**config.mk**
```make
export PLATFORM = sky130hd
export DESIGN_NAME = ias_sequencer
export DESIGN_NICKNAME = d
export VERILOG_FILES = /design/src/include/ias_pkg.sv /design/src/rtl/ias_sequencer.sv
export SDC_FILE = /design/constraint.sdc
export NUM_CORES = 1
export LEC_CHECK = 0
export ABC_CLOCK_PERIOD_IN_PS = 4550
export BUFFER_PORTS_ARGS = -buffer_cell sky130_fd_sc_hd__buf_4
export CAP_MARGIN = 10
export CELL_PAD_IN_SITES_DETAIL_PLACEMENT = 1
export CELL_PAD_IN_SITES_GLOBAL_PLACEMENT = 1
export CORE_MARGIN = 5
export CORE_UTILIZATION = 45
export DETAILED_ROUTE_END_ITERATION = 12
export PLACE_DENSITY = 0.87
export REMOVE_ABC_BUFFERS = 1
export SYNTH_ARGS = -nofsm -noshare
export SYNTH_HDL_FRONTEND = slang
export SYNTH_SLANG_ARGS = --single-unit
```
**constraint.sdc**
```tcl
create_clock -name core_clk -period 4.55 [get_ports core_clk]
set_input_delay 0.2275 -clock core_clk [delete_from_list [all_inputs] [get_ports core_clk]]
set_output_delay 0.2275 -clock core_clk [all_outputs]
set_load 0.005 [all_outputs]
```
**src/include/ias_pkg.sv**
```systemverilog
// constants for the isolated adc sequencer: register map, control fields, timing
// assumes a 125 MHz core clock and IndustryPack-style byte-addressed io space
package ias_pkg;
   // io space byte offsets
   localparam logic [5:0] OFS_CONTROL = 6'h00;
   localparam logic [5:0] OFS_RESULT  = 6'h02;
   localparam logic [5:0] OFS_STATUS  = 6'h05;
   localparam logic [5:0] OFS_START   = 6'h07;
   localparam logic [5:0] OFS_VECTOR  = 6'h09;
   // control register fields
   localparam int CTL_IRQ_ALLOW  = 9;
   localparam int CTL_RESULT_LAG = 8;
   localparam int CTL_AUTO_SETTLE = 7;
   localparam int CTL_AMP_HI     = 6;
   localparam int CTL_AMP_LO     = 5;
   localparam int CTL_PAIRING    = 4;
   localparam int CTL_CHAN_HI    = 3;
   localparam int CTL_WIDTH      = 10;
   localparam logic [15:0] CONTROL_RESET = 16'h0000;
   localparam logic [6:0]  VECTOR_RESET  = 7'h00;
   localparam logic [15:0] RESULT_RESET  = 16'h0000;
   // status bits
   localparam int STA_CONV_BUSY   = 1;
   localparam int STA_SETTLE_BUSY = 0;
   // timing
   localparam int CLK_MHZ        = 125;
   localparam int SETTLE_US      = 10;
   localparam int SETTLE_CYCLES  = SETTLE_US * CLK_MHZ;
   localparam int CONVERT_CYCLES = 1000;
endpackage

```
**src/rtl/ias_sequencer.sv**
```systemverilog
// control logic of a 16-input 12-bit isolated converter seen through IP io space
// assumes byte-wide io strobes synchronous to core_clk, a converter core with start/done handshake
//
// Contract
// - settling interval of about 10 us after every control write, same for all gains.
// - control bits 6:5 choose amplifier gain, 00 is unity.
// - control bit 4 zero gives 16 single inputs; one pairs 9-16 with 1-8.
// - control bits 3:0 select channel; differential uses codes 0 to 7 only.
// - result sits in upper twelve bits, low four bits zero.
// - bipolar parts read result as two's complement.
// - unipolar parts read result as straight binary.
// - result valid only while conversion busy reads zero.
// - status bit 1 is conversion busy; in auto mode covers settling too.
// - status bit 0 is settling busy; bits 7:2 undefined, read zero.
// - any write to convert start offset 0x07 launches conversion at once; the code takes it on the high byte lane only and ignores it with control bit 7 set.
// - convert start writes during conversion busy are ignored.
// - settle-done and data-ready raise separate requests, cleared by acknowledge cycle.
// - vector bits 7:1 are software loaded, reset zero, readable.
// - acknowledge returns vector bit 0 one for settle-done, zero for data-ready.
// - ordinary io read of vector always shows bit 0 zero.
// - settle-done request on falling settling busy, normal mode only.
// - data-ready request on falling conversion busy.
// - reset clears all converter registers.
// - control bit 9 low masks both interrupt requests.
// - auto mode: control write starts sequence, conversion held until settled.
// - lag mode loads previous result while current conversion runs.
`timescale 1ns/1ns
module ias_sequencer #(
   parameter int SETTLE_CYCLES  = ias_pkg::SETTLE_CYCLES,
   parameter int CONVERT_CYCLES = ias_pkg::CONVERT_CYCLES
) (
   input  wire logic        core_clk,       // 125 MHz clock
   input  wire logic        nrst,           // synchronous reset, low active
   input  wire logic        io_sel,         // io space access strobe, one cycle
   input  wire logic        io_we,          // 1 write, 0 read
   input  wire logic [5:0]  io_addr,        // byte address
   input  wire logic [15:0] io_wdata,       // write data
   input  wire logic [1:0]  io_be,          // byte enables, [1] high byte, [0] low byte
   output logic      [15:0] io_rdata,       // read data, registered
   output logic             io_ack,         // access done, one cycle
   input  wire logic        int_ack,        // interrupt acknowledge cycle strobe
   output logic      [7:0]  int_vec,        // vector during acknowledge, registered
   output logic             int_ack_done,   // acknowledge answered, one cycle
   output logic             intreq0_n,      // data-ready request, low active
   output logic             intreq1_n,      // settle-done request, low active
   output logic      [1:0]  amp_sel,        // gain code to analog front end
   output logic             pair_sel,       // differential pairing to mux
   output logic      [3:0]  chan_sel,       // channel code to mux
   output logic             adc_start,      // converter start pulse
   input  wire logic        adc_done,       // converter done pulse
   input  wire logic [11:0] adc_data        // converter sample, valid with adc_done
);
   typedef enum logic [2:0] {
      ST_IDLE   = 3'b001,
      ST_SETTLE = 3'b010,
      ST_CONV   = 3'b100
   } ias_conv_t;

   // word decode: an 8-bit register at an odd address shares its word
   function automatic logic hit(input logic [5:0] a, input logic [5:0] ofs);
      hit = (a[5:1] == ofs[5:1]);
   endfunction

   logic [15:0] control_r;
   logic [15:0] result_r;
   logic [15:0] lag_r;
   logic [6:0]  vector_r;
   logic [15:0] settle_cnt_r;
   logic [15:0] conv_cnt_r;
   ias_conv_t   conv_st_r;
   logic        auto_pend_r;
   logic        settle_busy_d_r;
   logic        conv_busy_d_r;
   logic        req_settle_r;
   logic        req_data_r;

   logic wr_control;
   logic wr_start;
   logic wr_vector;
   logic wr_result;
   logic settle_busy;
   logic conv_busy;
   logic settle_fall;
   logic conv_fall;
   logic auto_go;
   logic ack_settle;
   logic ack_data;
   logic [15:0] sample;
   logic [7:0]  status_byte;

   assign wr_control = io_sel && io_we && hit(io_addr, ias_pkg::OFS_CONTROL);
   assign wr_start   = io_sel && io_we && hit(io_addr, ias_pkg::OFS_START) && io_be[1];
   assign wr_vector  = io_sel && io_we && hit(io_addr, ias_pkg::OFS_VECTOR) && io_be[1];
   assign wr_result  = io_sel && io_we && hit(io_addr, ias_pkg::OFS_RESULT);
   assign settle_busy = (settle_cnt_r != 16'h0000);
   assign sample      = {adc_data, 4'h0};
   // in auto mode settling already counts as conversion activity
   assign conv_busy   = (conv_st_r == ST_CONV) || (conv_st_r == ST_SETTLE);
   assign status_byte = {6'h00, conv_busy, settle_busy};
   assign settle_fall = settle_busy_d_r && !settle_busy;
   assign conv_fall   = conv_busy_d_r && !conv_busy;
   assign auto_go     = auto_pend_r && !settle_busy;

   assign amp_sel  = control_r[ias_pkg::CTL_AMP_HI:ias_pkg::CTL_AMP_LO];
   assign pair_sel = control_r[ias_pkg::CTL_PAIRING];
   // high code bit dropped when pairing so codes 8-15 alias to codes 0-7
   assign chan_sel = {control_r[ias_pkg::CTL_CHAN_HI] & ~control_r[ias_pkg::CTL_PAIRING], control_r[2:0]};

   // control register; the upper six bits are not stored and read zero
   always_ff @(posedge core_clk) begin
      if (!nrst) begin
         control_r <= ias_pkg::CONTROL_RESET;
      end else if (wr_control) begin
         if (io_be[0]) control_r[7:0] <= io_wdata[7:0];
         if (io_be[1]) control_r[15:8] <= {6'h00, io_wdata[9:8]};
      end
   end

   // settling down-counter
   always_ff @(posedge core_clk) begin
      if (!nrst) begin
         settle_cnt_r <= 16'h0000;
      end else if (wr_control) begin
         settle_cnt_r <= 16'(SETTLE_CYCLES);
      end else if (settle_busy) begin
         settle_cnt_r <= settle_cnt_r - 16'h0001;
      end
   end

   // auto mode pending start
   // kept until the launch, so an auto write during a running conversion is not lost
   always_ff @(posedge core_clk) begin
      if (!nrst) begin
         auto_pend_r <= 1'b0;
      end else if (wr_control) begin
         auto_pend_r <= io_be[0] && io_wdata[ias_pkg::CTL_AUTO_SETTLE];
      end else if (auto_go && conv_st_r == ST_SETTLE) begin
         auto_pend_r <= 1'b0;
      end
   end

   // conversion sequencer
   always_ff @(posedge core_clk) begin
      if (!nrst) begin
         conv_st_r  <= ST_IDLE;
         conv_cnt_r <= 16'h0000;
         adc_start  <= 1'b0;
      end else begin
         adc_start <= 1'b0;
         case (conv_st_r)
            ST_IDLE: begin
               if (wr_control) begin
                  if (io_be[0] && io_wdata[ias_pkg::CTL_AUTO_SETTLE]) begin
                     conv_st_r <= ST_SETTLE;
                  end
               end else if (auto_pend_r) begin
                  conv_st_r <= ST_SETTLE;
               end else if (wr_start && !control_r[ias_pkg::CTL_AUTO_SETTLE]) begin
                  conv_st_r  <= ST_CONV;
                  conv_cnt_r <= 16'(CONVERT_CYCLES);
                  adc_start  <= 1'b1;
               end
            end
            ST_SETTLE: begin
               if (auto_go) begin
                  conv_st_r  <= ST_CONV;
                  conv_cnt_r <= 16'(CONVERT_CYCLES);
                  adc_start  <= 1'b1;
               end else if (!auto_pend_r) begin
                  conv_st_r <= ST_IDLE; // a normal-mode write cancelled the auto start
               end
            end
            ST_CONV: begin
               // start writes fall through untouched here
               if (adc_done || conv_cnt_r == 16'h0001) begin
                  conv_st_r <= ST_IDLE;
               end
               conv_cnt_r <= conv_cnt_r - 16'h0001;
            end
            default: conv_st_r <= ST_IDLE;
         endcase
      end
   end

   // result register: lag load at start, fresh sample at done, host write
   always_ff @(posedge core_clk) begin
      if (!nrst) begin
         result_r <= ias_pkg::RESULT_RESET;
      end else if (adc_start && control_r[ias_pkg::CTL_RESULT_LAG]) begin
         result_r <= lag_r;
      end else if (adc_done && conv_st_r == ST_CONV) begin
         if (!control_r[ias_pkg::CTL_RESULT_LAG]) result_r <= sample;
      end else if (wr_result) begin
         result_r <= {io_wdata[15:4], 4'h0};
      end
   end

   // previous sample kept for lag mode
   always_ff @(posedge core_clk) begin
      if (!nrst) begin
         lag_r <= ias_pkg::RESULT_RESET;
      end else if (adc_done && conv_st_r == ST_CONV) begin
         lag_r <= sample;
      end
   end

   // vector register
   // vector is written on the high byte lane of its odd address, read back on the low lane
   always_ff @(posedge core_clk) begin
      if (!nrst) begin
         vector_r <= ias_pkg::VECTOR_RESET;
      end else if (wr_vector) begin
         vector_r <= io_wdata[15:9];
      end
   end

   // edge detectors
   // both start at the idle level of their flag, so no false edge follows reset
   always_ff @(posedge core_clk) begin
      if (!nrst) begin
         settle_busy_d_r <= 1'b0;
         conv_busy_d_r   <= 1'b0;
      end else begin
         settle_busy_d_r <= settle_busy;
         conv_busy_d_r   <= conv_busy;
      end
   end

   // settle-done goes first on acknowledge, data-ready next
   assign ack_settle = int_ack && req_settle_r;
   assign ack_data   = int_ack && !req_settle_r && req_data_r;

   // settle-done request: set wins over the acknowledge clear
   always_ff @(posedge core_clk) begin
      if (!nrst) begin
         req_settle_r <= 1'b0;
      end else if (settle_fall && !control_r[ias_pkg::CTL_AUTO_SETTLE] && control_r[ias_pkg::CTL_IRQ_ALLOW]) begin
         req_settle_r <= 1'b1;
      end else if (ack_settle || !control_r[ias_pkg::CTL_IRQ_ALLOW]) begin
         req_settle_r <= 1'b0;
      end
   end

   // data-ready request: set wins over the acknowledge clear
   always_ff @(posedge core_clk) begin
      if (!nrst) begin
         req_data_r <= 1'b0;
      end else if (conv_fall && control_r[ias_pkg::CTL_IRQ_ALLOW]) begin
         req_data_r <= 1'b1;
      end else if (ack_data || !control_r[ias_pkg::CTL_IRQ_ALLOW]) begin
         req_data_r <= 1'b0;
      end
   end

   assign intreq1_n = ~req_settle_r;
   assign intreq0_n = ~req_data_r;

   // vector answer, bit 0 names the source being served
   always_ff @(posedge core_clk) begin
      if (!nrst) begin
         int_vec <= 8'h00;
      end else if (int_ack) begin
         int_vec <= {vector_r, ack_settle};
      end
   end

   // acknowledge answered one cycle after its strobe
   always_ff @(posedge core_clk) begin
      if (!nrst) begin
         int_ack_done <= 1'b0;
      end else begin
         int_ack_done <= int_ack;
      end
   end

   // io read path, data stands until the next read
   always_ff @(posedge core_clk) begin
      if (!nrst) begin
         io_rdata <= 16'h0000;
      end else if (io_sel && !io_we) begin
         case (io_addr[5:1])
            ias_pkg::OFS_CONTROL[5:1]: io_rdata <= control_r;
            ias_pkg::OFS_RESULT[5:1]:  io_rdata <= result_r;
            // undefined status bits read zero
            ias_pkg::OFS_STATUS[5:1]:  io_rdata <= {8'h00, status_byte};
            ias_pkg::OFS_VECTOR[5:1]:  io_rdata <= {8'h00, vector_r, 1'b0};
            default:                   io_rdata <= 16'h0000;
         endcase
      end
   end

   // every access is answered one cycle after its strobe
   always_ff @(posedge core_clk) begin
      if (!nrst) begin
         io_ack <= 1'b0;
      end else begin
         io_ack <= io_sel;
      end
   end
endmodule // ias_sequencer

```
; Yosys cells after proc, flatten, opt, wreduce, memory -nomap -nowiden
; Cells that the tools add are included.
[word_totals]
output_inout_bits = 36
word_cells = 120
register_bits = 112
inputBits = 42
[classes]
eq_ne = 17
muxes = 31
n_addsub = 2
n_bitwise = 5
n_reduce_logical = 46
[op_table]
columns = cell, n
row1 = $mux W16, 8
row2 = $pmux W16 S4, 1
row3 = $pmux W16 S3, 1
row4 = $sub A16 B1 Y16 const B, 2
row5 = $logic_and A1 B1 Y1, 22
row6 = $mux W11, 2
row7 = $mux W3, 7
row8 = $eq A16 B1 Y1 const B, 1
row9 = $reduce_bool A16 Y1, 1
row10 = $eq A5 B2 Y1 const B, 2
row11 = $mux W1, 10
row12 = $ne A3 B3 Y1 const B, 3
row13 = $pmux W3 S3, 1
row14 = $ne A2 B2 Y1 const B, 4
row15 = $reduce_bool A2 Y1, 4
row16 = $logic_not A1 Y1, 6
row17 = $reduce_and A2 Y1, 3
row18 = $reduce_bool A3 Y1, 2
row19 = $eq A5 B1 Y1 const B, 1
row20 = $eq A5 B3 Y1 const B, 1
row21 = $logic_not A5 Y1, 1
row22 = $reduce_and A5 Y1, 1
row23 = $logic_or A1 B1 Y1, 4
row24 = $ne A4 B4 Y1 const B, 1
row25 = 9 further kinds, 12

; Depth between registers and ports, before layout
; Gate-level depths: netlist of the first run.
[logic_depth]
depth_word = 8
mapped_depth = 8
ltp_nobuf = 7

; Least setup slack after synthesis of the first run
; No wires, ideal clock.
[synth_timing]
path_type = register to register
from = reg settle_cnt_r[0]
to = reg conv_st_r[0]
arrival_time_ps = 2120
stages_incl_launch_ff = 9
slack_ps = 2310
n_path_buf = 1
synth_period_minus_slack_ps = 2240
path_cell_list = dfxtp_1 > inv_1 > ha_1 > or4b_1 > or4_4 > buf_6 > nand2_4 > a31oi_1 > a211o_1
[synth_between]
elab_chain_cells = 5
word_cells_on_any_way = 7
[synth_rtl]
columns = element, line_no
row1 = "start, declared", ias_sequencer.sv:68  ; logic [15:0] settle_cnt_r;
row2 = "start signal, assigned", ias_sequencer.sv:124  ; settle_cnt_r <= 16'(SETTLE_CYCLES);
row3 = "start signal, assigned", ias_sequencer.sv:126  ; settle_cnt_r <= settle_cnt_r - 16'h0001;
row4 = $reduce_bool A16 Y1 (*), ias_sequencer.sv:95  ; assign settle_busy = (settle_cnt_r != 16'h0000);
row5 = $logic_not A1 Y1 (*), ias_sequencer.sv:102  ; assign auto_go = auto_pend_r && !settle_busy;
row6 = $logic_and A1 B1 Y1 (*), ias_sequencer.sv:102
row7 = $ne A3 B3 Y1 (no line) or $mux W3 (tied branches), --
row8 = $reduce_and A4 Y1 (no line) or $pmux W3 S3 (tied branches), --
row9 = "end signal, assigned", ias_sequencer.sv:145  ; conv_st_r <= ST_IDLE;
row10 = "end signal, assigned", ias_sequencer.sv:154  ; conv_st_r <= ST_SETTLE;
row11 = "end signal, assigned", ias_sequencer.sv:157  ; conv_st_r <= ST_SETTLE;
row12 = "end, declared", ias_sequencer.sv:70  ; ias_conv_t conv_st_r;
; Every way passes the cells marked *; elsewhere a longest branch is shown, timed or not.
; A chain may end at the register's enable or synchronous reset.

; Worst setup path in the final report of the first run
[layout_timing]
from = reg settle_cnt_r[0]
to = reg conv_cnt_r[15]
[layout_between]
elab_chain_cells = 5
[layout_rtl]
columns = element, line_no
row1 = $reduce_bool A16 Y1, ias_sequencer.sv:95
row2 = $logic_not A1 Y1, ias_sequencer.sv:102
row3 = $logic_and A1 B1 Y1, ias_sequencer.sv:102
row4 = $ne A2 B2 Y1 (no line), --
row5 = $reduce_and A5 Y1 (no line), --
row6 = "end signal, assigned", ias_sequencer.sv:160  ; conv_cnt_r <= 16'(CONVERT_CYCLES);
row7 = "end signal, assigned", ias_sequencer.sv:167  ; conv_cnt_r <= 16'(CONVERT_CYCLES);
row8 = "end signal, assigned", ias_sequencer.sv:178  ; conv_cnt_r <= conv_cnt_r - 16'h0001;
row9 = "end, declared", ias_sequencer.sv:69  ; logic [15:0] conv_cnt_r;
; Every way passes these cells.

==> results.sh, run 1 <==
export IMPL_drt_iter0_drc=254
export IMPL_grt_pass1_vias=4645
export IMPL_hp_class="in -> reg"
export IMPL_hold_start="io_wdata[3]"
export IMPL_p_int_mw=1.61
export IMPL_r2r_slack_ns=2.00
export IMPL_pwr_share_comb=0.300
export IMPL_syn_inst=583
export IMPL_async_flop_share=0
export IMPL_finish_instance_area_sq_um=5680
export IMPL_p_leak_nw=2.25
export IMPL_crit_path_start_kind="flip-flop"
export IMPL_synthXorXnorAreaFrac=0.0268
export IMPL_viasPerCell=5.68
export IMPL_timing_rr_start="settle_cnt_r[0]$_SDFFE_PP0P_"
export IMPL_antenna_found_initial=0
export IMPL_max_cap_viol_count=0
export IMPL_path_cells="inv_1 -> ha_1 -> or4b_1 -> nor4_4 -> a32oi_1 -> nand2_1 -> a311oi_1"
export IMPL_synthAdderAreaFrac=0.0102
export IMPL_postPlaceCellArea_sq_um=5480
export IMPL_dr_wl_met3_microns=652
export IMPL_grt_ovfl_total=0
export IMPL_crit_fanout=16
export IMPL_cp_required_ns=4.79
export IMPL_clk_latency_ns=0.39
export IMPL_final_max_slew_viol_count=0
export IMPL_die_h_microns=114
export IMPL_num_rows=38
export IMPL_ys_seq_area_frac=0.441
export IMPL_layout_nets=678
export IMPL_coreArea_sq_um=10700
export IMPL_finalSetupTns_ns=0
export IMPL_netlist_area_sq_um=4910
export IMPL_powerDensity_nw_per_um2=437
export IMPL_start_util=0.457
export IMPL_dp_slack_ns=2.00
export IMPL_cts_sinks=108
export IMPL_synthMuxAreaShare=0.0571
export IMPL_ctsHoldBuffers=0
export IMPL_grt_max_degree=71
export IMPL_seqPwrFrac=0.456
export IMPL_wl_per_cell_microns=18.2
export IMPL_hold_viol=0
export IMPL_dr_pass1_iters=4
export IMPL_hold_end="control_r[3]$_SDFFE_PN0P_"
export IMPL_ys_warn_count=0
export IMPL_wl_met2_microns=7200
export IMPL_rsz0062_at_grt="no"
export IMPL_worst_slack_ns=2.00
export IMPL_skew_ns=0.0103
export IMPL_routed_wl_microns=14100
export IMPL_post_cts_resized=0
export IMPL_yosysUniqueCellTypes=60
export IMPL_relSlewSlack=0.321
export IMPL_die_area_sq_um=13100
export IMPL_whs_path_depth=3
export IMPL_top_layer="met4"
export IMPL_gp_congestion=0.809
export IMPL_crit_arrival_ns=2.78
export IMPL_p_sw_frac=0.352
export IMPL_crit_type="reg -> reg"
export IMPL_grt_pass1_wl_microns=23300
export IMPL_place_hpwl_microns=9930
export IMPL_antennaDiodeCount=0
export IMPL_cts_root_buf="clkbuf_8"
export IMPL_post_cts_buffers=0
export IMPL_io_pins=78
export IMPL_synthSimpleGateAreaFrac=0.241
export IMPL_cts_tree="built"
export IMPL_fp_dieW_microns=114
export IMPL_cts_buffers=9
export IMPL_synthFlopType="dfxtp_1"
export IMPL_status="complete, no violations"
export IMPL_clkPwrFrac=0.244
export IMPL_htreeDepth=3
export IMPL_drc_errors=0
export IMPL_min_period_over_period=0.560
export IMPL_max_freq_mhz=393
export IMPL_switching_power_mw=0.872
export IMPL_slowest_delay_ns=0.55
export IMPL_worstRegToRegCells=7
export IMPL_drive_gt1_frac=0.160
export IMPL_drt_met1_wl_microns=5960
export IMPL_finalSetupViolations=0
export IMPL_cts_clk_slew_worst_paths_ns=0.11
export IMPL_worst_path_max_delay_cell="or4b_1"
export IMPL_vias=4408
export IMPL_syn2layout_area_growth_pct=15.7
export IMPL_endpoint_kind="flip-flop"
export IMPL_clockBufferDepth=2
export IMPL_synth_area_per_cell_sq_um=8.42
export IMPL_tightest_slew_ns=1.01
export IMPL_r2r_end="conv_cnt_r[15]$_SDFFE_PN0P_"
export IMPL_synth_top_family_by_area="simple AND/OR/NAND/NOR gates"
export IMPL_antenna_left=0
export IMPL_grt_total_usage=0.223
export IMPL_synth_compound_area_share=0.177
export IMPL_final_min_clock_period_ns=2.55
export IMPL_synth_seq_cells=108
export IMPL_synth_edf_count=0
export IMPL_port_buffers=76
export IMPL_ir_drop_mv=0.306
flip-flops by register name, summed over array words and instances (netlist names):
signal and count:
result_r 12, io_rdata 16, auto_pend_r 1, req_data_r 1, lag_r 12, int_ack_done 1
vector_r 7, settle_busy_d_r 1, conv_st_r 3, settle_cnt_r 16, io_ack 1, conv_cnt_r 16
req_settle_r 1, conv_busy_d_r 1, control_r 10, int_vec 8, adc_start 1
cells in the final DEF (no fill, tap or decap), types with 11 or more instances in the layout:
cell type,instances
a21oi_1,62
a22o_1,12
buf_4,78
dfxtp_1,108
mux2i_1,28
nand2_1,79
nand3_1,20
nor2_1,70
nor4_1,14
xnor2_1,11
cells by family (layout without fill, tap and decap cells):
family / Yosys count / in the layout
simple gates: 243 / 243
compound gates: 134 / 134
flops: 108 / 108
buf+inv: 51 / 104
mux: 28 / 28
xor+xnor: 15 / 15
fa+ha+maj: 4 / 4
cell usage after synthesis, drive strengths merged (2+ instances only):
cell,count,share of area
nor4,15,0.022
nand3b,3,0.0046
a31oi,10,0.013
nand2b,4,0.0051
a2bb2oi,2,0.0036
nor3b,6,0.010
nor3,11,0.012
a22o,12,0.021
or4,3,0.0061
inv,11,0.0084
o31ai,3,0.0046
and3,3,0.0038
and2,10,0.013
nand4,3,0.0038
xor2,4,0.0071
a22oi,9,0.014
o2111a,3,0.0069
dfxtp,108,0.44
a211oi,2,0.0031
nand2,80,0.063
and4,2,0.0036
clkbuf,28,0.021
mux2i,28,0.057
a21oi,63,0.067
nor2b,3,0.0038
a32oi,2,0.0036
o21ai,10,0.010
o21a,3,0.0046
a21o,6,0.0092
nor2,70,0.054
xnor2,11,0.020
ha,4,0.010
buf,12,0.017
or3,5,0.0064
nand3,20,0.020
critical path: cells and delay by family, from the launching register on:
| kind | cells | cell delay, ns |
|---|---|---|
| AO/OA/AOI/OAI | 2 | 0.32 |
| adder cells (fa/ha/maj) | 1 | 0.15 |
| flip-flops | 1 | 0.32 |
| buffers and inverters | 1 | 0.11 |
| AND/OR/NAND/NOR | 3 | 1.50 |
routing by layer:
layer	vias to the layer above	global-route usage
met1	2136	0.267
met5	-	0
li1	2135	-
met4	0	0.0610
met3	25	0.0566
met2	112	0.394
power by group through the flow:
stage | registers (mW) | clock network, mW | logic (mW)
6_report | 1.13 | 0.605 | 0.744
5_1_grt | 1.14 | 0.657 | 0.833
4_1_cts | 1.13 | 0.614 | 0.745
3_5_place_dp | 1.15 | 0 | 0.739
2_1_floorplan | 1.12 | 0 | 0.568
3_3_place_gp | 1.14 | 0 | 0.704
worst max-delay path by stage:
| stage | slack (ns) | depth (start not counted) | from | endpoint |
|---|---|---|---|---|
| 2_1_floorplan | 2.12 | 5 | conv_st_r[0]$_SDFFE_PN1P_ | result_r[8]$_SDFFE_PN0P_ |
| 3_5_place_dp | 2.00 | 7 | settle_cnt_r[0]$_SDFFE_PP0P_ | conv_cnt_r[15]$_SDFFE_PN0P_ |
| 4_1_cts | 1.98 | 7 | settle_cnt_r[0]$_SDFFE_PP0P_ | conv_cnt_r[15]$_SDFFE_PN0P_ |
| 3_3_place_gp | 2.05 | 7 | settle_cnt_r[0]$_SDFFE_PP0P_ | conv_cnt_r[15]$_SDFFE_PN0P_ |
| 6_report | 2.00 | 7 | settle_cnt_r[0]$_SDFFE_PP0P_ | conv_cnt_r[15]$_SDFFE_PN0P_ |
| 5_1_grt | 1.74 | 7 | settle_cnt_r[0]$_SDFFE_PP0P_ | conv_cnt_r[15]$_SDFFE_PN0P_ |
stage by stage:
| stage | utilization | hold WS (ns) | total power, mW | cells |
|---|---|---|---|---|
| 3_3_place_gp | 0.510 | 0.442 | 1.84 | 761 |
| 5_1_grt | 0.528 | 0.0729 | 2.63 | 776 |
| 2_1_floorplan | - | 0.345 | 1.69 | 543 |
| 4_1_cts | 0.528 | 0.0762 | 2.49 | 776 |
| 6_report | 0.528 | 0.0817 | 2.48 | 776 |
| 3_5_place_dp | 0.510 | 0.449 | 1.89 | 761 |
area by class of cell:
cell class / instances / area (sq um)
Sequential cell: 108 / 2160
Clock inverter: 5 / 60.1
Multi-Input combinational cell: 424 / 2510
Fill cell: 1343 / 5070
Inverter: 11 / 41.3
Clock buffer: 10 / 138
Timing Repair Buffer: 78 / 586
Tap cell: 140 / 175
(Power assumes the default switching activity.)
==> run 2: changes to the inputs <==
- ABC_AREA: default -> 1
- ABC_CLOCK_PERIOD_IN_PS: 4550 -> 2200
- CORE_UTILIZATION: 45 -> 37
- PLACE_DENSITY: 0.87 -> 0.79
- clock period: 4.55 -> 2.2 ns (I/O delays scaled with it)
==> run 2 against run 1 <==
Worst hold slack got worse by 0.051 ns. Global-route usage decreased by 2.2 points. Fmax increased by 36%. Highest routed layer unchanged.
==> results.sh, run 2 <==
export IMPL_status="complete, no violations"
export IMPL_antenna_found_initial=0
export IMPL_htreeDepth=3
export IMPL_yosysUniqueCellTypes=37
export IMPL_path_cells="inv_1 -> ha_1 -> inv_1 -> nor2_1 -> nand2_1 -> nor2_1 -> nand2_2 -> inv_2 -> nand2_1 -> nand3_1 -> a21oi_1"
export IMPL_worst_slack_ns=0.328
export IMPL_drc_errors=0
export IMPL_clockBufferDepth=2
export IMPL_clk_latency_ns=0.36
export IMPL_rsz0062_at_grt="no"
export IMPL_place_hpwl_microns=12200
export IMPL_ys_warn_count=0
export IMPL_powerDensity_nw_per_um2=830
export IMPL_final_cell_mix="nand2_1, dfxtp_1, nor2_1, a21oi_1, buf_4"
export IMPL_post_cts_resized=0
export IMPL_worst_path_max_delay_cell="dfxtp_1"
export IMPL_multiInputGateArea_sq_um=2670
export IMPL_cts_tree="built"
export IMPL_final_cells=1026
export IMPL_grt_total_usage=0.201
export IMPL_fp_dieW_microns=130
export IMPL_mostFrequentLayoutCell="nand2_1"
export IMPL_wl_per_cell_microns=15.9
export IMPL_yosysMostFrequentCell="nand2_1"
export IMPL_relSlewSlack=0.407
export IMPL_cts_clk_slew_worst_paths_ns=0.07
export IMPL_tightest_slew_ns=0.888
export IMPL_crit_type="reg -> reg"
export IMPL_crit_family="simple AND/OR/NAND/NOR gates"
export IMPL_synth_commonest_cells="nand2_1, dfxtp_1, nor2_1"
export IMPL_antennaDiodeCount=0
export IMPL_gp_congestion=0.864
export IMPL_finalSetupTns_ns=0
export IMPL_viasPerCell=5.15
export IMPL_nFillCells=1814
export IMPL_ir_drop_mv=0.385
export IMPL_cts_root_buf="clkbuf_16"
export IMPL_synth_area_per_cell_sq_um=6.84
export IMPL_vias=5281
export IMPL_slowest_delay_ns=0.35
export IMPL_io_pins=78
export IMPL_die_area_sq_um=16900
export IMPL_synthFlopType="dfxtp_1"
export IMPL_num_rows=43
export IMPL_synth_largest_area_cell="dfxtp_1"
export IMPL_hold_viol=0
export IMPL_layout_nets=887
export IMPL_grt_max_degree=46
export IMPL_p_leak_nw=2.78
export IMPL_reg_largest_list="conv_cnt_r x16, io_rdata x16, settle_cnt_r x16"
export IMPL_endpoint_kind="flip-flop"
export IMPL_grt_pass1_vias=5728
export IMPL_cp_required_ns=2.40
export IMPL_layout_area_seq_sq_um=2160
export IMPL_dpl_cell_count=1010
export IMPL_ctsHoldBuffers=0
export IMPL_final_max_slew_viol_count=0
export IMPL_finalSetupViolations=0
export IMPL_drt_iter0_drc=224
export IMPL_synth_top_area_share=0.405
export IMPL_netlist_area_sq_um=5330
export IMPL_max_cap_viol_count=0
export IMPL_antenna_left=0
export IMPL_crit_fanout=7
export IMPL_dp_slack_ns=0.407
export IMPL_crit_buf_inv=3
export IMPL_cts_buffers=9
export IMPL_dr_pass1_iters=4
export IMPL_crit_path_start_kind="flip-flop"
export IMPL_drive_gt1_frac=0.165
export IMPL_coreArea_sq_um=14000
export IMPL_synth_area_top_cells="dfxtp_1, nand2_1, a21oi_1"
export IMPL_min_period_over_period=0.851
export IMPL_total_power_mw=5.19
export IMPL_syn_inst=780
export IMPL_post_cts_buffers=0
export IMPL_grt_pass1_wl_microns=27200
export IMPL_max_freq_mhz=534
export IMPL_hp_class="in -> reg"
export IMPL_die_h_microns=130
export IMPL_skew_ns=0.00840
export IMPL_cts_sinks=108
export IMPL_synth_seq_cells=108
export IMPL_crit_arrival_ns=2.07
export IMPL_grt_ovfl_total=0
export IMPL_port_buffers=76
export IMPL_routed_wl_microns=16300
export IMPL_async_flop_share=0
export IMPL_final_min_clock_period_ns=1.87
export IMPL_ys_seq_area_frac=0.405
export IMPL_start_util=0.381
export IMPL_syn2layout_area_growth_pct=17.3
export IMPL_synth_edf_count=0
[run 2: final timing paths]
kind | end | cells past startpoint | start | slack [ns]
setup / recovery | auto_pend_r$_SDFFE_PN0P_ | 11 | settle_cnt_r[0]$_SDFFE_PP0P_ | 0.33
hold / removal | io_ack$_SDFF_PN0_ | 3 | io_sel | 0.03
setup reg to reg | auto_pend_r$_SDFFE_PN0P_ | 11 | settle_cnt_r[0]$_SDFFE_PP0P_ | 0.33
hold reg to reg | io_rdata[10]$_SDFFE_PN0P_ | 2 | result_r[10]$_SDFFE_PN0P_ | 0.46
[run 2: power by group]
part / internal [mW] / total, mW / switching [mW] / leakage (nW)
Combinational: 0.481 / 1.36 / 0.875 / 1.77
Clock: 0.817 / 1.61 / 0.788 / 0.135
Sequential: 2.10 / 2.23 / 0.131 / 0.876
[run 2: cell type report]
cell class | count | share of cell area
multi-input combinational | 561 | 0.426
inverter | 79 | 0.0478
timing repair buffer | 82 | 0.0984
clock buffer | 11 | 0.0388
sequential | 108 | 0.346
tap | 180 | 0.0360
clock inverter | 5 | 0.00700
[run 2: logic make-up after synthesis]
kind of cell / count (synthesis) / share of synthesized area
AO/OA/AOI/OAI: 150 / 0.151
XOR/XNOR: 8 / 0.0131
adder cells (fa/ha/maj): 4 / 0.00938
buffers and inverters: 111 / 0.0945
flip-flops: 108 / 0.405
AND/OR/NAND/NOR: 399 / 0.327
[run 2: metal layers]
layer | routed length, microns | vias to the layer above | global-route usage
met3 | 566 | 27 | 0.0463
met5 | 0 | - | 0
met2 | 8300 | 93 | 0.365
met1 | 7090 | 2548 | 0.236
met4 | 347 | 0 | 0.0544
li1 | - | 2613 | -
[run 2: worst reg2reg max path, cell delays in order, from the launching register on]
cell and delay (ns):
dfxtp_1 0.35, inv_1 0.15, ha_1 0.20, inv_1 0.05, nor2_1 0.11, nand2_1 0.07, nor2_1 0.17, nand2_2 0.17
inv_2 0.14, nand2_1 0.13, nand3_1 0.11, a21oi_1 0.07
[run 2: metrics by stage]
step,utilization,hold WS (ns),area (sq um)
global placement,0.427,0.390,5970
finish,0.447,0.0304,6260
floorplan,-,0.194,5130
CTS,0.447,0.0133,6260
global route,0.447,0.0368,6260
detailed placement,0.427,0.384,5970
